File: config.mk
export PLATFORM = sky130hd
export DESIGN_NAME = iprc_top
export DESIGN_NICKNAME = d
export VERILOG_FILES = /design/src/iprc_pkg.sv /design/src/iprc_top.sv
export SDC_FILE = /design/constraint.sdc
export NUM_CORES = 1
export LEC_CHECK = 0
export BUFFER_PORTS_ARGS = -buffer_cell sky130_fd_sc_hd__clkbuf_2
export CELL_PAD_IN_SITES_DETAIL_PLACEMENT = 0
export CELL_PAD_IN_SITES_GLOBAL_PLACEMENT = 1
export CORE_AREA = 8 8 182 184
export CTS_CLUSTER_DIAMETER = 30
export CTS_CLUSTER_SIZE = 8
export DETAILED_ROUTE_END_ITERATION = 8
export DIE_AREA = 0 0 190 192
export PLACE_DENSITY = 0.75
export SLEW_MARGIN = 15
export SYNTH_ARGS = -nofsm -noshare
export SYNTH_HDL_FRONTEND = slang
export SYNTH_SLANG_ARGS = --single-unit
File: constraint.sdc
create_clock -name pclk -period 4.87 [get_ports pclk]
set_input_delay 0.974 -clock pclk [delete_from_list [all_inputs] [get_ports pclk]]
set_output_delay 0.974 -clock pclk [all_outputs]
set_load 0.01 [all_outputs]
File: src/iprc_pkg.sv
// Constants and carrier types of the interrupt, priority and reset control.
// Overview of operation
// - Edge select 1 takes falling pin edges; 0 takes a low level.
// - Edge select writes once normally; special modes drop the first write.
// - Connect bit gates the external pin into interrupt logic, always writable.
// - Stop delay 1 waits 4096 oscillator cycles before resuming; 0 none.
// - Stop delay bit writes once normally, freely in special modes.
// - Top priority register is written only while the global mask is set.
// - A source's vector low byte there makes it top maskable priority.
// - Unimplemented or above F2 values make the external pin top priority.
// - Reset loads F2 and selects level recognition for the pin.
// - Internal reset drives pin low 16 cycles, samples 8 later.
// - Watchdog is serviced only by 55 then AA to its service register.
// - Other values, broken order or expiry cause a watchdog reset.
// - Windowed mode accepts service only in the last quarter period.
// - Enabled clock monitor resets when the clock stops too long.
// - Pin and power reset share a vector; watchdog and monitor own one.
// - Reset enables watchdog at longest rate, monitor off, stop delay set.
// - After reset both masks and stop disable are set, vector fetched.
// - Requests are answered only when the current instruction completes.
// - Entry stacks return, Y, X, B:A and codes at SP-2 to SP-9.
// - Then global mask, and pin mask when pending, set; vector fetched.
// - A request pending at return skips unstack and restack.
package iprc_pkg;
  localparam logic [7:0] IDX_WD_CTL = 8'h16;
  localparam logic [7:0] IDX_WD_SVC = 8'h17;
  localparam logic [7:0] IDX_RST_STAT = 8'h18;
  localparam logic [7:0] IDX_PIN_CTL = 8'h1E;
  localparam logic [7:0] IDX_TOP_PRI = 8'h1F;
  localparam int EDGE_BIT = 7;
  localparam int CONN_BIT = 6;
  localparam int DLY_BIT = 5;
  localparam logic [7:0] TOP_PRI_RST = 8'hF2;
  localparam logic [7:0] VEC_HI = 8'hF2;
  localparam logic [7:0] VEC_LO = 8'hE4;
  localparam logic [7:0] VEC_RESET = 8'hFE;
  localparam logic [7:0] VEC_CLKMON = 8'hFC;
  localparam logic [7:0] VEC_WDOG = 8'hFA;
  localparam logic [7:0] VEC_NMI = 8'hF4;
  localparam logic [7:0] WD_KEY1 = 8'h55;
  localparam logic [7:0] WD_KEY2 = 8'hAA;
  localparam logic [2:0] WD_RATE_RST = 3'h7;
  localparam logic [4:0] RST_DRIVE_CYC = 5'h10;
  localparam logic [4:0] RST_SETTLE_CYC = 5'h08;
  localparam logic [12:0] STOP_DLY_CYC = 13'h1000;
  localparam logic [7:0] CLKMON_LIMIT = 8'h40;
  localparam logic [15:0] OFS_RET = 16'h0002;
  localparam logic [15:0] OFS_Y = 16'h0004;
  localparam logic [15:0] OFS_X = 16'h0006;
  localparam logic [15:0] OFS_D = 16'h0008;
  localparam logic [15:0] OFS_CCR = 16'h0009;
  localparam logic [1:0] CAUSE_EXT = 2'h0;
  localparam logic [1:0] CAUSE_CLKMON = 2'h1;
  localparam logic [1:0] CAUSE_WDOG = 2'h2;

  // Register file of the core, offered at interrupt entry.
  typedef struct packed {
    logic [15:0] sp;
    logic [15:0] ret;
    logic [15:0] y;
    logic [15:0] x;
    logic [15:0] d;
    logic [7:0] condition_code_reg;
    logic i_mask;
    logic x_mask;
    logic instr_done;
    logic rti_req;
  } iprc_ctx_t;

  // Commands from the entry sequencer to the core.
  typedef struct packed {
    logic stk_we;
    logic stk_wide;
    logic [15:0] stk_addr;
    logic [15:0] stk_data;
    logic vec_fetch;
    logic [7:0] vec_lo;
    logic set_i;
    logic set_x;
    logic set_stop_dis;
    logic resume;
  } iprc_seq_t;
endpackage

File: src/iprc_top.sv
// Interrupt priority, watchdog, clock monitor and reset pin control.
`timescale 1ns/1ps
`default_nettype none
module iprc_top #(
  parameter int WD_SHIFT = 10
) (
  input wire logic pclk,
  input wire logic presetn,
  input wire logic psel,
  input wire logic penable,
  input wire logic pwrite,
  input wire logic [9:0] paddr,
  input wire logic [31:0] pwdata,
  output logic [31:0] prdata,
  output logic pready,
  output logic pslverr,
  input wire logic special_mode,
  input wire logic ext_irq_n,
  input wire logic nonmaskable_pin_request_n,
  input wire logic [6:0] src_req,
  input wire logic osc_tick,
  input wire logic stop_req,
  input wire logic wake,
  input wire logic rst_pin_i,
  output logic rst_pin_o,
  output logic rst_pin_oe,
  output logic sys_rst_n,
  output logic cpu_run,
  input wire iprc_pkg::iprc_ctx_t ctx,
  output iprc_pkg::iprc_seq_t seq
);
  typedef enum logic [4:0] {
    S_BOOT = 5'h01,
    S_IDLE = 5'h02,
    S_STK = 5'h04,
    S_VEC = 5'h08,
    S_SVC = 5'h10
  } iprc_sq_t;
  typedef enum logic [3:0] {
    R_IDLE = 4'h1,
    R_DRIVE = 4'h2,
    R_WAIT = 4'h4,
    R_HOLD = 4'h8
  } iprc_rs_t;
  typedef struct packed {
    logic irq_edge_select;
    logic ext_irq_connect;
    logic stop_exit_delay_en;
    logic edge_wr;
    logic dly_wr;
    logic spec_seen;
    logic [7:0] top;
    logic wd_en;
    logic wd_win;
    logic [2:0] wd_rate;
    logic cm_en;
    logic [2:0] rti_rate;
    logic rti_flag;
    logic wd_armed;
    logic [23:0] wd_cnt;
    logic [7:0] cm_cnt;
    logic [12:0] stp_cnt;
    logic run;
    logic stopping;
    logic irq_lat;
    logic irq_prev;
    iprc_rs_t rs;
    logic [4:0] rp_cnt;
    logic [1:0] cause;
    iprc_sq_t sq;
    logic [2:0] step;
    logic [7:0] vec;
    logic xv;
    logic [7:0] boot_vec;
    logic pready;
    logic pslverr;
    logic [31:0] prdata;
    logic oe;
    logic sys_rst_n;
    iprc_pkg::iprc_seq_t so;
  } iprc_st_t;

  iprc_st_t s;
  iprc_st_t n;

  // Values after any reset, also reloaded on internal and pin resets.
  function automatic iprc_st_t dflt();
    iprc_st_t d;
    d = '0;
    d.ext_irq_connect = 1'b1;
    d.top = iprc_pkg::TOP_PRI_RST;
    d.stop_exit_delay_en = 1'b1;
    d.wd_en = 1'b1;
    d.wd_rate = iprc_pkg::WD_RATE_RST;
    d.run = 1'b1;
    d.rs = R_IDLE;
    d.sq = S_BOOT;
    d.boot_vec = iprc_pkg::VEC_RESET;
    d.sys_rst_n = 1'b1;
    return d;
  endfunction

  // Watchdog period for a rate selection.
  function automatic logic [23:0] wd_per(input logic [2:0] r);
    return 24'h000001 << (WD_SHIFT + int'(r));
  endfunction

  // Vector low byte of a maskable source index.
  function automatic logic [7:0] idx_vec(input logic [2:0] i);
    return iprc_pkg::VEC_HI - {4'h0, i, 1'b0};
  endfunction

  // Winning index: the promoted source if pending, else the lowest.
  function automatic logic [2:0] pick(input logic [7:0] p,
                                      input logic [7:0] t);
    logic [2:0] ti;
    logic [2:0] w;
    ti = 3'h0;
    w = 3'h0;
    if (t <= iprc_pkg::VEC_HI && t >= iprc_pkg::VEC_LO && !t[0]) begin
      ti = 3'((iprc_pkg::VEC_HI - t) >> 1);
    end
    for (int k = 7; k >= 0; k--) begin
      if (p[k]) begin
        w = 3'(k);
      end
    end
    if (p[ti]) begin
      w = ti;
    end
    return w;
  endfunction

  logic irq_req;
  logic [7:0] pend;
  logic nmi_req;
  logic any_req;
  logic [7:0] idx;
  logic wr;
  logic [7:0] wb;
  logic [23:0] per;
  logic wd_fail;
  logic cm_fail;
  iprc_st_t keep;

  // Request vector: bit 0 is the external pin, the rest are peripherals.
  always_comb begin
    if (!s.ext_irq_connect) begin
      irq_req = 1'b0;
    end else if (s.irq_edge_select) begin
      irq_req = s.irq_lat;
    end else begin
      irq_req = !ext_irq_n;
    end
    pend = {src_req, irq_req};
    nmi_req = !nonmaskable_pin_request_n && !ctx.x_mask;
    any_req = nmi_req || (!ctx.i_mask && |pend);
    idx = paddr[9:2];
    wr = psel && penable && pwrite && s.pready && !s.pslverr;
    wb = pwdata[7:0];
    per = wd_per(s.wd_rate);
  end

  // Next state of the whole block.
  always_comb begin
    n = s;
    wd_fail = 1'b0;
    cm_fail = 1'b0;
    keep = s;
    n.so = '0;

    // Register bus: zero wait, answer set up during the setup cycle.
    n.pready = psel && !penable;
    n.pslverr = 1'b0;
    n.prdata = '0;
    if (psel && !penable) begin
      n.pslverr = paddr[1:0] != 2'h0;
      case (idx)
        iprc_pkg::IDX_PIN_CTL:
          n.prdata[7:5] = {s.irq_edge_select, s.ext_irq_connect,
                           s.stop_exit_delay_en};
        iprc_pkg::IDX_TOP_PRI: n.prdata[7:0] = s.top;
        iprc_pkg::IDX_WD_CTL:
          n.prdata[9:0] = {s.rti_flag, s.rti_rate, s.cm_en, s.wd_win,
                           s.wd_en, s.wd_rate};
        iprc_pkg::IDX_WD_SVC: n.prdata = '0;
        iprc_pkg::IDX_RST_STAT: n.prdata[1:0] = s.cause;
        default: n.pslverr = 1'b1;
      endcase
    end

    // Pin control writes; special modes discard only the first edge select write.
    if (wr && idx == iprc_pkg::IDX_PIN_CTL) begin
      n.ext_irq_connect = wb[iprc_pkg::CONN_BIT];
      if (special_mode) begin
        n.spec_seen = 1'b1;
        if (s.spec_seen) begin
          n.irq_edge_select = wb[iprc_pkg::EDGE_BIT];
        end
      end else if (!s.edge_wr) begin
        n.edge_wr = 1'b1;
        n.irq_edge_select = wb[iprc_pkg::EDGE_BIT];
      end
      if (special_mode || !s.dly_wr) begin
        n.dly_wr = 1'b1;
        n.stop_exit_delay_en = wb[iprc_pkg::DLY_BIT];
      end
    end
    if (wr && idx == iprc_pkg::IDX_TOP_PRI && ctx.i_mask) begin
      n.top = wb;
    end
    if (wr && idx == iprc_pkg::IDX_WD_CTL) begin
      n.wd_rate = pwdata[2:0];
      n.wd_en = pwdata[3];
      n.wd_win = pwdata[4];
      n.cm_en = pwdata[5];
      n.rti_rate = pwdata[8:6];
    end

    // Falling edge latch, cleared when its vector is fetched.
    n.irq_prev = ext_irq_n;
    if (s.irq_prev && !ext_irq_n) begin
      n.irq_lat = 1'b1;
    end

    // Watchdog counts while enabled and the core runs.
    if (s.wd_en && s.run && s.rs == R_IDLE) begin
      n.wd_cnt = s.wd_cnt + 24'h000001;
      if (s.wd_cnt >= per - 24'h000001) begin
        wd_fail = 1'b1;
      end
      if (wr && idx == iprc_pkg::IDX_WD_SVC) begin
        if (s.wd_win && s.wd_cnt < per - (per >> 2)) begin
          wd_fail = 1'b1;
        end
        if (wb == iprc_pkg::WD_KEY1) begin
          n.wd_armed = 1'b1;
        end else if (wb == iprc_pkg::WD_KEY2 && s.wd_armed) begin
          n.wd_armed = 1'b0;
          n.wd_cnt = '0;
        end else begin
          wd_fail = 1'b1;
        end
      end
    end

    // clock monitor
    // A stopped oscillator in stop mode is expected, so watch only in run.
    if (osc_tick || !s.cm_en || !s.run) begin
      n.cm_cnt = '0;
    end else if (s.rs == R_IDLE) begin
      n.cm_cnt = s.cm_cnt + 8'h01;
      if (s.cm_cnt >= iprc_pkg::CLKMON_LIMIT - 8'h01) begin
        cm_fail = 1'b1;
      end
    end

    // Stop mode entry and exit.
    if (stop_req && s.run) begin
      n.run = 1'b0;
    end else if (!s.run && !s.stopping && wake) begin
      if (s.stop_exit_delay_en) begin
        n.stopping = 1'b1;
        n.stp_cnt = '0;
      end else begin
        n.run = 1'b1;
      end
    end else if (s.stopping && osc_tick) begin
      n.stp_cnt = s.stp_cnt + 13'h0001;
      if (s.stp_cnt == iprc_pkg::STOP_DLY_CYC - 13'h0001) begin
        n.stopping = 1'b0;
        n.run = 1'b1;
      end
    end

    // Interrupt entry sequencer.
    case (s.sq)
      S_BOOT: begin
        if (s.rs == R_IDLE && s.sys_rst_n) begin
          n.so.set_i = 1'b1;
          n.so.set_x = 1'b1;
          n.so.set_stop_dis = 1'b1;
          n.so.vec_fetch = 1'b1;
          n.so.vec_lo = s.boot_vec;
          n.sq = S_IDLE;
        end
      end
      S_IDLE: begin
        if (ctx.instr_done && any_req && s.run) begin
          n.xv = nmi_req;
          n.vec = nmi_req ? iprc_pkg::VEC_NMI : idx_vec(pick(pend, s.top));
          n.step = '0;
          n.sq = S_STK;
        end
      end
      S_STK: begin
        n.so.stk_we = 1'b1;
        n.so.stk_wide = 1'b1;
        n.step = s.step + 3'h1;
        case (s.step)
          3'h0: begin
            n.so.stk_addr = ctx.sp - iprc_pkg::OFS_RET;
            n.so.stk_data = ctx.ret;
          end
          3'h1: begin
            n.so.stk_addr = ctx.sp - iprc_pkg::OFS_Y;
            n.so.stk_data = ctx.y;
          end
          3'h2: begin
            n.so.stk_addr = ctx.sp - iprc_pkg::OFS_X;
            n.so.stk_data = ctx.x;
          end
          3'h3: begin
            n.so.stk_addr = ctx.sp - iprc_pkg::OFS_D;
            n.so.stk_data = ctx.d;
          end
          default: begin
            n.so.stk_wide = 1'b0;
            n.so.stk_addr = ctx.sp - iprc_pkg::OFS_CCR;
            n.so.stk_data = {8'h00, ctx.condition_code_reg};
            n.sq = S_VEC;
          end
        endcase
      end
      S_VEC: begin
        n.so.set_i = 1'b1;
        n.so.set_x = s.xv;
        n.so.vec_fetch = 1'b1;
        n.so.vec_lo = s.vec;
        // A new falling edge in the fetch cycle wins over the clear.
        if (s.vec == iprc_pkg::VEC_HI && !(s.irq_prev && !ext_irq_n)) begin
          n.irq_lat = 1'b0;
        end
        n.sq = S_SVC;
      end
      S_SVC: begin
        if (ctx.rti_req) begin
          if (nmi_req || |pend) begin
            n.xv = nmi_req;
            n.vec = nmi_req ? iprc_pkg::VEC_NMI : idx_vec(pick(pend, s.top));
            n.sq = S_VEC;
          end else begin
            n.so.resume = 1'b1;
            n.sq = S_IDLE;
          end
        end
      end
      default: n.sq = S_IDLE;
    endcase

    // Reset pin sequencing and cause discrimination.
    case (s.rs)
      R_DRIVE: begin
        n.rp_cnt = s.rp_cnt + 5'h01;
        if (s.rp_cnt == iprc_pkg::RST_DRIVE_CYC - 5'h01) begin
          n.oe = 1'b0;
          n.rp_cnt = '0;
          n.rs = R_WAIT;
        end
      end
      R_WAIT: begin
        n.rp_cnt = s.rp_cnt + 5'h01;
        if (s.rp_cnt == iprc_pkg::RST_SETTLE_CYC - 5'h01) begin
          if (!rst_pin_i) begin
            n.cause = iprc_pkg::CAUSE_EXT;
            n.boot_vec = iprc_pkg::VEC_RESET;
            n.rs = R_HOLD;
          end else begin
            n.sys_rst_n = 1'b1;
            n.rs = R_IDLE;
          end
        end
      end
      R_HOLD: begin
        if (rst_pin_i) begin
          n.sys_rst_n = 1'b1;
          n.rs = R_IDLE;
        end
      end
      default: n.rs = R_IDLE;
    endcase

    // Any reset reloads defaults but lets the bus answer finish.
    if (s.rs == R_IDLE && (wd_fail || cm_fail || !rst_pin_i)) begin
      keep = n;
      n = dflt();
      n.pready = keep.pready;
      n.pslverr = keep.pslverr;
      n.prdata = keep.prdata;
      n.irq_prev = keep.irq_prev;
      n.sys_rst_n = 1'b0;
      if (!rst_pin_i) begin
        n.cause = iprc_pkg::CAUSE_EXT;
        n.rs = R_HOLD;
      end else begin
        n.oe = 1'b1;
        n.rs = R_DRIVE;
        n.cause = cm_fail ? iprc_pkg::CAUSE_CLKMON : iprc_pkg::CAUSE_WDOG;
        n.boot_vec = cm_fail ? iprc_pkg::VEC_CLKMON : iprc_pkg::VEC_WDOG;
      end
    end
  end

  always_ff @(posedge pclk or negedge presetn) begin
    if (!presetn) begin
      s <= dflt();
    end else begin
      s <= n;
    end
  end

  assign prdata = s.prdata;
  assign pready = s.pready;
  assign pslverr = s.pslverr;
  assign rst_pin_o = 1'b0;
  assign rst_pin_oe = s.oe;
  assign sys_rst_n = s.sys_rst_n;
  assign cpu_run = s.run;
  assign seq = s.so;

  level_mode_a: assert property (@(posedge pclk) disable iff (!presetn)
    (!s.irq_edge_select && s.ext_irq_connect && !ext_irq_n) |-> irq_req)
    else $error("Low level not recognised in level mode.");
  edge_once_a: assert property (@(posedge pclk) disable iff (!presetn)
    (wr && idx == iprc_pkg::IDX_PIN_CTL && !special_mode && s.edge_wr)
    |=> $stable(s.irq_edge_select))
    else $error("Edge select changed by a second write.");
  conn_gate_a: assert property (@(posedge pclk) disable iff (!presetn)
    !s.ext_irq_connect |-> !irq_req)
    else $error("Disconnected pin still requests.");
  stop_nodly_a: assert property (@(posedge pclk) disable iff (!presetn)
    (!s.run && !s.stopping && wake && !s.stop_exit_delay_en && !stop_req
     && s.rs == R_IDLE) |=> s.run)
    else $error("Stop exit without delay did not resume.");
  top_gate_a: assert property (@(posedge pclk) disable iff (!presetn)
    (wr && idx == iprc_pkg::IDX_TOP_PRI && !ctx.i_mask && s.rs == R_IDLE)
    |=> $stable(s.top))
    else $error("Priority written with mask clear.");
  default_top_a: assert property (@(posedge pclk) disable iff (!presetn)
    ((s.top > iprc_pkg::VEC_HI || s.top < iprc_pkg::VEC_LO || s.top[0])
     && pend[0]) |-> pick(pend, s.top) == 3'h0)
    else $error("External pin not default top priority.");
  pin_drive_a: assert property (@(posedge pclk) disable iff (!presetn)
    $rose(s.oe) |-> s.oe ##16 !s.oe ##8 s.rs != R_WAIT)
    else $error("Reset pin drive or sample timing wrong.");
  bad_key_a: assert property (@(posedge pclk) disable iff (!presetn)
    (wr && idx == iprc_pkg::IDX_WD_SVC && s.wd_en && s.run
     && s.rs == R_IDLE && rst_pin_i && wb != iprc_pkg::WD_KEY1
     && wb != iprc_pkg::WD_KEY2) |=> (s.rs == R_DRIVE && !s.sys_rst_n))
    else $error("Bad watchdog key did not reset.");
  ccr_mask_a: assert property (@(posedge pclk) disable iff (!presetn)
    (s.so.stk_we && !s.so.stk_wide) |=> (s.so.set_i && s.so.vec_fetch))
    else $error("Mask not set after condition codes stacked.");
  chain_a: assert property (@(posedge pclk) disable iff (!presetn)
    (s.sq == S_SVC && ctx.rti_req && |pend && s.rs == R_IDLE && rst_pin_i)
    |=> s.sq == S_VEC ##1 s.so.vec_fetch && !s.so.stk_we)
    else $error("Pending request at return was restacked.");
endmodule // iprc_top
`default_nettype wire

==> results of run 1 <==
[registers in the layout, summed over array words and instances, names as in the netlist]
signal,flops
rst_pin_oe,1
prdata,9
cpu_run,1
seq,43
pslverr,1
s,99
sys_rst_n,1
pready,1
[area by class of cell]
cell class / instances / area, um^2 / share of cell area
clock inverter: 15 / 176 / 0.0127
clock buffer: 17 / 425 / 0.0306
tap: 396 / 495 / 0.0356
inverter: 41 / 156 / 0.0112
multi-input combinational: 988 / 6860 / 0.493
sequential: 156 / 3930 / 0.282
timing repair buffer: 276 / 1870 / 0.135
[tightest hold or removal path, cell delays in order, from the launching register on]
cell and delay (ns):
dfrtp_1 0.34, a21oi_1 0.04, nor2_1 0.07
[metrics by stage]
stage           util  hold WS (ns)  cell area [um^2]
2_1_floorplan      -         0.449             11200
3_3_place_gp   0.407         0.473             12300
3_5_place_dp   0.407         0.478             12300
4_1_cts        0.441         0.495             13300
5_1_grt        0.461         0.515             13900
6_report       0.461         0.497             13900
[worst paths after layout]
check                                   start            endpoint  cells past startpoint
min in group asynchronous             presetn  s[126]$_DFFE_PN0P_                      1
setup reg to reg           s[176]$_DFFE_PN1P_  s[156]$_DFFE_PN0P_                     24
hold / removal             s[189]$_DFFE_PN0P_  s[189]$_DFFE_PN0P_                      2
max in group asynchronous             presetn   seq[30]$_DFF_PN0_                      2
setup / recovery           s[176]$_DFFE_PN1P_  s[156]$_DFFE_PN0P_                     24
hold reg to reg            s[189]$_DFFE_PN0P_  s[189]$_DFFE_PN0P_                      2
[cell usage after synthesis, drive strengths merged (5+ instances only)]
cell and instances:
o21ai 58, nand3 51, o31ai 5, nor4 9
a21o 12, a2111oi 5, a22oi 37, buf 103
nand4 13, o22ai 5, a211oi 19, nor2 154
or2 8, nor2b 15, xor2 23, and2 6
o211ai 5, dfstp 17, nor3b 5, and3 24
nand3b 19, a221oi 8, mux2i 20, nor3 23
or3 8, o21bai 5, nand2b 15, clkbuf 36
dfrtp 139, a21oi 121, ha 66, nand2 123
a31oi 12, inv 40, xnor2 21
[cells by family after synthesis]
kind of cell | synth area share
other | 0.000682
and+or+nand+nor | 0.223
muxes | 0.0212
AOI/OAI and AO/OA | 0.194
adders and majority gates | 0.0768
DFF | 0.356
xor gates and xnor gates | 0.0350
buffers and inverters | 0.0930
[per-layer routing]
layer	vias to the layer above	GRT usage
met3	26	0.0307
met5	-	0
met4	2	0.0370
met2	189	0.281
li1	4883	-
met1	4824	0.223
[cell usage in the layout, fill, tap and decap left out, types with 6 or more instances in the layout]
cell type and n:
a211oi_1 13, a21o_1 12, a21oi_1 89, a21oi_2 30, a221oi_1 7, a22oi_1 36, a31oi_1 12, and2_1 6
and3_1 20, buf_12 7, buf_4 61, buf_6 11, clkbuf_16 23, clkbuf_2 188, conb_1 32, dfrtp_1 139
dfstp_2 17, ha_1 59, ha_4 6, inv_1 35, mux2i_1 20, nand2_1 111, nand2_2 10, nand2b_1 14
nand3_1 46, nand3b_1 19, nand4_1 13, nor2_1 127, nor2_4 22, nor2b_1 13, nor3_1 20, nor4_1 8
o21ai_0 45, o21ai_1 9, or2_2 6, or3_1 7, xnor2_1 21, xor2_1 23
[power by group]
group | switching, mW | internal, mW
logic | 0.922 | 0.656
registers | 0.118 | 1.44
clock network | 0.598 | 0.773
total | 1.64 | 2.87
[what timing repair did]
action / CTS / global route
pin swaps: 37 / 36
endpoints found under the hold margin: 0 / 0
endpoints found under the setup margin: 141 / 141
cloned: 1 / 6
resized for setup: 73 / 90
buffers inserted: 11 / 6
==> reports/qor.csv, run 1 <==
stage;metric;value;unit
setup_path;start_kind;flip-flop;
drt;drt-met1-wl;14700;um
drt;wl_met3;1240;um
power;power_density;324;nW/um^2
global_route;antenna_found_initial;1;
sta;period_needed;4.99;ns
synthesis;ys.flop_type;dfrtp_1;
placed_design;place_hpwl;23600;um
clock_tree;numCtsBuffers;17;
global_route;grt_max_degree;71;
run_status;outcome;finished with violations;
clock_tree;cts_root_buffer;clkbuf_16;
sta;final_hold_viol_count;0;
job;maxCapViolCount;0;
synthesis;synth.distinct_cells;87;
drt;wl_met2;15900;um
setup_path;path_buf_inv;5;
power;power.leakage;6.45;nW
cells_and_area;nFillCells;2952;
setup_path;cp_top_family;compound AO/OA/AOI/OAI gates;
drt;drtIter0Drc;542;
setup_path;crit_required;5.18;ns
setup_path;critical-path-slowest-cell;dfstp_2;
sta;rsz0062_at_grt;true;
cells_and_area;antenna_cells;0;
cells_and_area;final_cells;1889;
drt;drt_pass1_iterations;5;
run_status;violations;negative setup slack;
synthesis;synth_area_leaders;dfrtp_1, ha_1, buf_4;
global_route;grt_usage;0.168;
setup_path;crit_chain;ha_4 -> nor2_4 -> nand2_2 -> inv_2 -> ha_4 -> o21ai_2 -> a22oi_2 -> a2111oi_4 -> o22ai_2 -> a221oi_2 -> xor2_1 -> ha_1 -> a2111oi_4 -> nand3_2 -> a2111oi_4 -> buf_4 -> o311ai_4 -> a21oi_2 -> buf_6 -> o21ai_4 -> buf_6 -> nand2_8 -> clkbuf_16 -> nor2_2;
sta;setup_viol;113;
synthesis;ys_async_sr_fraction;1.00;
die;core_area;30200;um^2
drt;wl_per_cell;17.0;um
clock_tree;htreeDepth;4;
drt;via_per_inst;5.25;
synthesis;ys_ff_latch;156;
cells_and_area;final_layout_size_suffix_gt1_frac;0.313;
sta;final.period_utilization;1.02;
setup_path;max_stage_delay;0.56;ns
setup_path;endpoint_kind;flip-flop;
die;pin_count;238;
die;die_x;190;um
clock_tree;clock_path_buffers;2;
drt;final_antenna_net_count;0;
cells_and_area;synthToLayoutAreaGrowth;26.2;%
die;row_count;64;
synthesis;synth_top_area_frac;0.316;
clock_tree;clkTransAtPathRegs;0.07;ns
placed_design;port_buffers;189;
drt;remaining_drc_errors;0;
synthesis;syn_avg_cell_area;8.52;um^2
die;start_util;0.365;
setup_path;rrSetupSlack;-0.12;ns
power;p_total;4.51;mW
synthesis;synth_edf_count;0;
clock_tree;clock_latency;0.44;ns
clock_tree;hold_buffers;0;
min_path;min_path_type;flip-flop to flip-flop;
drt;wl;32200;um
sta;slew_headroom;0.298;
setup_path;cp_common_cell;a2111oi_4;
global_route;overflow;0;
synthesis;ys_seq_area_frac;0.356;
synthesis;yosysTopAreaCell;dfrtp_1;
sta;tightest_slew;1.05;ns
global_route;grt_pass1_wl;50300;um
clock_tree;cts_tree;done;
placed_design;pre_cts_ws;-0.458;ns
sta;maxSlewViolCount;0;
die;fp.dieH;192;um
sta;finalClockSkew;0.0150;ns
setup_path;crit_fanout;5;
placed_design;gp_congestion;0.831;
power;ir_worst_vdd;0.193;mV
clock_tree;clock-sinks;156;
setup_path;critical_path_arrival;5.30;ns
sta;finalSetupTns;-7.13;ns
synthesis;yosysWarnings;0;
sta;max_freq;200;MHz
drt;vias;9924;
placed_design;placedCellCount;1835;
drt;top_layer_used;met5;
synthesis;synth_cells;1294;
cells_and_area;nets;1700;
setup_path;worstSetupPathType;flip-flop to flip-flop;
synthesis;syn_area;11000;um^2
global_route;grt_pass1_vias;9675;
sta;setup_slack;-0.120;ns
die;fp.dieArea;36500;um^2
Note: power is estimated with default switching activity, not from simulation.
==> run 2: changes to the inputs <==
--- a/config.mk
+++ b/config.mk
@@ -18,3 +18,4 @@
 export SYNTH_ARGS = -nofsm -noshare
 export SYNTH_HDL_FRONTEND = slang
 export SYNTH_SLANG_ARGS = --single-unit
+export TNS_END_PERCENT = 20
==> reports/qor.csv, run 2 (synthesis results as in run 1) <==
stage;metric;value;unit;change
run_status;outcome;finished with violations;;
run_status;violations;negative setup slack;;
clock_tree;clock_latency;0.44;ns;about the same
global_route;antenna_found_initial;1;;unchanged
cells_and_area;nets;1697;;-0.18%
setup_path;critical_path_arrival;5.35;ns;+0.05 ns
setup_path;endpoint_kind;flip-flop;;
global_route;grt_max_degree;71;;unchanged
setup_path;worstSetupPathType;flip-flop to flip-flop;;
drt;remaining_drc_errors;0;;unchanged
global_route;grt_pass1_wl;50200;um;-0.19%
cells_and_area;antenna_cells;0;;unchanged
drt;wl;31800;um;-1.1%
die;row_count;64;;unchanged
die;fp.dieH;192;um;unchanged
cells_and_area;regMostFlops;s;;
clock_tree;clock-sinks;156;;unchanged
cells_and_area;final_cells;1886;;-0.16%
cells_and_area;largest_register_ffs;99;;unchanged
drt;drt_pass1_iterations;5;;unchanged
setup_path;crit_required;5.19;ns;about the same
setup_path;start_kind;flip-flop;;
sta;finalSetupTns;-10.66;ns;-3.53 ns
placed_design;place_hpwl;23600;um;unchanged
job;maxCapViolCount;0;;unchanged
die;core_area;30200;um^2;unchanged
die;fp.dieArea;36500;um^2;unchanged
sta;hold_ws;0.501;ns;+0.00473 ns
die;die_x;190;um;unchanged
power;power_density;324;nW/um^2;-0.14%
placed_design;pre_cts_ws;-0.458;ns;unchanged
power;power.leakage;6.41;nW;-0.68%
placed_design;port_buffers;189;;unchanged
power;power_switching;1.60;mW;-2.6%
clock_tree;htreeDepth;4;;unchanged
cells_and_area;synthToLayoutAreaGrowth;24.1;%;
power;switching_share;0.360;;-0.00301
placed_design;placedCellCount;1835;;unchanged
clock_tree;numCtsBuffers;17;;unchanged
sta;final.period_utilization;1.03;;+0.00872
sta;setup_viol;124;;+9.7%
drt;vias;9899;;-0.25%
drt;drtIter0Drc;564;;+4.1%
die;pin_count;238;;unchanged
sta;period_needed;5.03;ns;+0.0425 ns
die;start_util;0.365;;unchanged
sta;setup_slack;-0.162;ns;-0.0425 ns
power;pwr-share-comb;0.338;;-0.012
cells_and_area;fin_area;13700;um^2;-1.7%
sta;slew_headroom;0.295;;-0.00262
clock_tree;clock_path_buffers;2;;unchanged
clock_tree;clkTransAtPathRegs;0.07;ns;about the same
cells_and_area;final_layout_size_suffix_gt1_frac;0.294;;-0.0188
cells_and_area;finish.utilization;0.453;;-0.00775
power;clkPwrFrac;0.310;;+0.006
clock_tree;cts_root_buffer;clkbuf_16;;
sta;final_hold_viol_count;0;;unchanged
drt;wl_per_cell;16.9;um;-0.90%
power;internal_power;2.83;mW;-1.4%
sta;rsz0062_at_grt;true;;
drt;via_per_inst;5.25;;about the same
global_route;overflow;0;;unchanged
drt;final_antenna_net_count;0;;unchanged
clock_tree;hold_buffers;0;;unchanged
min_path;min_path_type;flip-flop to flip-flop;;
cells_and_area;mostFrequentLayoutCells;clkbuf_2, nor2_1, dfrtp_1, nand2_1, a21oi_1;;
power;p_total;4.43;mW;-1.8%
power;p_seq_frac;0.352;;+0.006
global_route;grt_pass1_vias;9640;;-0.36%
placed_design;postPlaceCellArea;12300;um^2;unchanged
sta;tightest_slew;1.06;ns;+0.00392 ns
sta;max_freq;199;MHz;-0.84%
sta;finalClockSkew;0.0130;ns;-0.00199 ns
sta;maxSlewViolCount;0;;unchanged
global_route;grt_usage;0.168;;-0.000232
clock_tree;cts_tree;done;;
power;ir_worst_vdd;0.201;mV;+4.5%
placed_design;gp_congestion;0.831;;unchanged
setup_path;crit_fanout;8;;+3
cells_and_area;final_common_cell;clkbuf_2;;
## run 2: cell count changes in the layout (fill, tap and decap cells not counted), moves of 2 or more
cell       previous run  this run
a2111oi_4             5         3
a211oi_2              4         1
a21oi_2              30        25
nand2_2              10         6
nand3_1              46        42
nand3_2               5         8
a21oi_1              89        94
nor2_4               22         8
nand2_1             111       116
a211oi_1             13        17
nor2_1              127       142
a2111oi_2             0         2
clkbuf_16            23        21
## run 2: final timing paths
| path | slack (ns) | end | from | cells past startpoint |
|---|---|---|---|---|
| max reg2reg | -0.16 | s[130]$_DFFE_PN0P_ | s[176]$_DFFE_PN1P_ | 24 |
| min | 0.50 | s[188]$_DFFE_PN0P_ | s[188]$_DFFE_PN0P_ | 2 |
| max | -0.16 | s[130]$_DFFE_PN0P_ | s[176]$_DFFE_PN1P_ | 24 |
| min reg2reg | 0.50 | s[188]$_DFFE_PN0P_ | s[188]$_DFFE_PN0P_ | 2 |
| max in group asynchronous | 3.25 | seq[30]$_DFF_PN0_ | presetn | 2 |
| min in group asynchronous | 0.51 | s[126]$_DFFE_PN0P_ | presetn | 1 |
## run 2: what timing repair did
action / CTS / global route
cloned: 1 / 4
endpoints found under the setup margin: 141 / 141
pin swaps: 35 / 26
buffers inserted: 11 / 3
gates resized for setup: 58 / 59
## run 2: layout make-up
| class | count | area, um^2 |
|---|---|---|
| clock buffers | 17 | 425 |
| clock inverters | 15 | 176 |
| multi-input cells | 988 | 6680 |
| inverters | 41 | 154 |
| well taps | 396 | 495 |
| repair buffers | 273 | 1810 |
| flip-flops and latches | 156 | 3930 |
| fillers | 2970 | 16500 |
## run 2: routing by layer
layer | up-vias | GRT usage | routed length (um)
met2 | 190 | 0.280 | 15700
met1 | 4805 | 0.224 | 14600
met4 | 2 | 0.0370 | 288
met5 | - | 0 | 13
met3 | 23 | 0.0307 | 1250
li1 | 4879 | - | -
## run 2: power by group through the flow
stage / sequential, mW / clock, mW / combinational, mW
floorplan: 1.54 / 0 / 0.963
global placement: 1.58 / 0 / 1.31
detailed placement: 1.58 / 0 / 1.32
CTS: 1.56 / 1.41 / 1.41
global route: 1.58 / 1.46 / 1.65
finish: 1.56 / 1.37 / 1.49
## run 2: worst max-delay path, cell delays in order, from the launching register on
cell and delay [ns]:
dfstp_2 0.56, ha_4 0.22, nor2_4 0.21, nand2_2 0.12, inv_2 0.09, ha_4 0.20
o21ai_2 0.13, a22oi_2 0.09, a2111oi_4 0.37, o22ai_2 0.14, a221oi_2 0.29, buf_4 0.18
xor2_4 0.17, ha_4 0.23, a2111oi_4 0.35, nand3_2 0.16, a2111oi_4 0.20, buf_4 0.18
o311ai_4 0.10, a21oi_2 0.17, buf_6 0.14, o21a_4 0.21, buf_12 0.16, clkbuf_16 0.17
a21oi_2 0.04
==> run 3: changes to the inputs <==
--- a/config.mk
+++ b/config.mk
@@ -8,12 +8,13 @@
 export BUFFER_PORTS_ARGS = -buffer_cell sky130_fd_sc_hd__clkbuf_2
 export CELL_PAD_IN_SITES_DETAIL_PLACEMENT = 0
 export CELL_PAD_IN_SITES_GLOBAL_PLACEMENT = 1
-export CORE_AREA = 8 8 182 184
+export CORE_AREA = 8 8 180 182
+export CTS_BUF_LIST = sky130_fd_sc_hd__clkbuf_8
 export CTS_CLUSTER_DIAMETER = 30
 export CTS_CLUSTER_SIZE = 8
 export DETAILED_ROUTE_END_ITERATION = 8
-export DIE_AREA = 0 0 190 192
-export PLACE_DENSITY = 0.75
+export DIE_AREA = 0 0 188 190
+export PLACE_DENSITY = 0.77
 export SLEW_MARGIN = 15
 export SYNTH_ARGS = -nofsm -noshare
 export SYNTH_HDL_FRONTEND = slang
==> reports/qor.csv, run 3 (synthesis results as in run 1) <==
stage;metric;value;unit;change
run_status;outcome;finished with violations;;
run_status;violations;negative setup slack;;
drt;drtIter0Drc;565;;+0.18%
clock_tree;htreeDepth;4;;unchanged
global_route;grt_pass1_wl;51200;um;+2.0%
cells_and_area;fin_area;13600;um^2;-0.75%
cells_and_area;final_cells;1886;;unchanged
drt;drt-met1-wl;14100;um;-3.4%
placed_design;gp_congestion;0.821;;-1.2%
setup_path;critical_path_arrival;5.42;ns;+0.07 ns
sta;final_hold_viol_count;0;;unchanged
die;fp.dieArea;35700;um^2;-2.1%
setup_path;crit_required;5.26;ns;+0.07 ns
die;row_count;63;;-1.6%
setup_path;rr_endpoint;seq[27]$_DFF_PN0_;;
cells_and_area;finish.utilization;0.462;;+0.00863
drt;top_layer_used;met5;;
global_route;grt_pass1_vias;10000;;+4.2%
global_route;overflow;0;;unchanged
min_path;min_from;s[91]$_DFFE_PN0P_;;
power;power.leakage;6.40;nW;-0.10%
sta;finalClockSkew;0.0259;ns;+0.0129 ns
drt;wl_per_cell;17.0;um;+0.82%
power;p_total;4.07;mW;-8.0%
clock_tree;clock_path_buffers;2;;unchanged
drt;drt_pass1_iterations;5;;unchanged
setup_path;reg2regPathDepth;27;;+13%
die;start_util;0.375;;+0.00977
cells_and_area;mostFrequentLayoutCells;clkbuf_2, nor2_1, dfrtp_1, nand2_1, a21oi_1;;
cells_and_area;final_common_cell;clkbuf_2;;
placed_design;placedCellCount;1829;;-0.33%
global_route;grt_usage;0.173;;+0.00465
sta;hold_ws;0.514;ns;+0.0132 ns
die;fp.dieH;190;um;-1.0%
setup_path;rr_startpoint;s[175]$_DFFE_PN1P_;;
sta;period_needed;5.03;ns;+0.000573 ns
cells_and_area;synthToLayoutAreaGrowth;23.2;%;
placed_design;pre_cts_ws;-0.463;ns;-0.00467 ns
sta;setup_viol;80;;-35%
sta;setup_slack;-0.163;ns;-0.000573 ns
cells_and_area;regMostFlops;s;;
drt;wl_met3;1470;um;+17%
global_route;antenna_found_initial;1;;unchanged
cells_and_area;final_layout_size_suffix_gt1_frac;0.296;;+0.00216
drt;via_per_inst;5.28;;+0.69%
min_path;hold_depth;1;;-1
min_path;min_to;seq[2]$_DFF_PN0_;;
sta;tightest_slew;0.899;ns;-0.157 ns
cells_and_area;nets;1703;;+0.35%
placed_design;port_buffers;189;;unchanged
power;power_density;300;nW/um^2;-7.3%
clock_tree;clkTransAtPathRegs;0.10;ns;+0.03 ns
clock_tree;clock_latency;0.47;ns;+0.03 ns
clock_tree;clock-sinks;156;;unchanged
setup_path;rrSetupSlack;-0.16;ns;about the same
setup_path;start_kind;flip-flop;;
job;maxCapViolCount;0;;unchanged
setup_path;worstSetupPathType;flip-flop to flip-flop;;
sta;final.period_utilization;1.03;;about the same
drt;wl;32100;um;+0.82%
clock_tree;numCtsBuffers;17;;unchanged
setup_path;crit_fanout;8;;unchanged
placed_design;place_hpwl;23400;um;-0.87%
cells_and_area;antenna_cells;0;;unchanged
die;core_area;29400;um^2;-2.6%
drt;remaining_drc_errors;0;;unchanged
placed_design;postPlaceCellArea;12300;um^2;-0.16%
global_route;grt_max_degree;96;;+35%
die;pin_count;238;;unchanged
power;ir_worst_vdd;0.145;mV;-28%
clock_tree;cts_tree;done;;
drt;final_antenna_net_count;0;;unchanged
drt;vias;9967;;+0.69%
sta;finalSetupTns;-4.31;ns;+6.35 ns
sta;maxSlewViolCount;0;;unchanged
sta;rsz0062_at_grt;true;;
drt;wl_met2;16100;um;+3.0%
clock_tree;cts_root_buffer;clkbuf_8;;
sta;max_freq;199;MHz;about the same
sta;slew_headroom;0.401;;+0.106
die;die_x;188;um;-1.1%
cells_and_area;largest_register_ffs;99;;unchanged
min_path;min_path_type;flip-flop to flip-flop;;
cells_and_area;nFillCells;2851;;-4.0%
setup_path;endpoint_kind;flip-flop;;
## run 3: per-layer routing
layer / track usage / up-vias
li1: - / 4878
met3: 0.0341 / 25
met2: 0.301 / 223
met5: 0 / -
met1: 0.217 / 4839
met4: 0.0427 / 2
## run 3: worst max-delay path: stages, from the launching register on
cell,delay [ns]
dfstp_2,0.57
ha_4,0.22
nor2_4,0.20
nand3_2,0.14
inv_1,0.12
ha_4,0.14
buf_4,0.10
inv_1,0.04
a22oi_2,0.22
buf_4,0.19
buf_6,0.11
a21oi_4,0.05
nand2b_1,0.14
a21oi_2,0.09
buf_6,0.13
nand2b_1,0.13
a21oi_1,0.17
o21ai_2,0.10
ha_2,0.34
o2111ai_4,0.14
o2bb2ai_4,0.17
o311ai_4,0.30
a21oi_2,0.09
buf_6,0.14
o21a_4,0.24
or3_4,0.39
clkbuf_16,0.19
a21oi_2,0.09
## run 3: worst max path at each step
stage / startpoint / endpoint / slack [ns] / cells past startpoint
floorplan: s[175]$_DFFE_PN1P_ / s[100]$_DFFE_PN0P_ / 0.04 / 22
global placement: s[176]$_DFFE_PN1P_ / seq[30]$_DFF_PN0_ / -0.43 / 22
detailed placement: s[176]$_DFFE_PN1P_ / seq[30]$_DFF_PN0_ / -0.46 / 22
CTS: s[176]$_DFFE_PN1P_ / s[100]$_DFFE_PN0P_ / -0.21 / 22
global route: s[176]$_DFFE_PN1P_ / seq[27]$_DFF_PN0_ / -0.38 / 27
finish: s[175]$_DFFE_PN1P_ / seq[27]$_DFF_PN0_ / -0.16 / 27
## run 3: power breakdown
| group | switching [mW] | leakage [nW] | internal (mW) | total, mW |
|---|---|---|---|---|
| Clock | 0.579 | 0.203 | 0.433 | 1.01 |
| Sequential | 0.113 | 2.09 | 1.44 | 1.55 |
| Combinational | 0.888 | 4.11 | 0.619 | 1.51 |
| Total | 1.58 | 6.40 | 2.49 | 4.07 |
## run 3: cell type report
class	instances	area, um^2	area share
multi-input cells	988	6710	0.495
repair buffers	279	1880	0.138
clock inverters	15	175	0.0129
flip-flops and latches	156	3930	0.289
clock buffers	17	234	0.0172
well taps	390	488	0.0360
inverters	41	159	0.0117
## run 3: what timing repair did
| action | 4_1_cts | 5_1_grt |
|---|---|---|
| hold buffers | 0 | 0 |
| resized for setup | 58 | 75 |
| pin swaps | 29 | 43 |
| setup buffers | 15 | 8 |
| endpoints found under the setup margin | 141 | 141 |
| gates cloned | 1 | 3 |
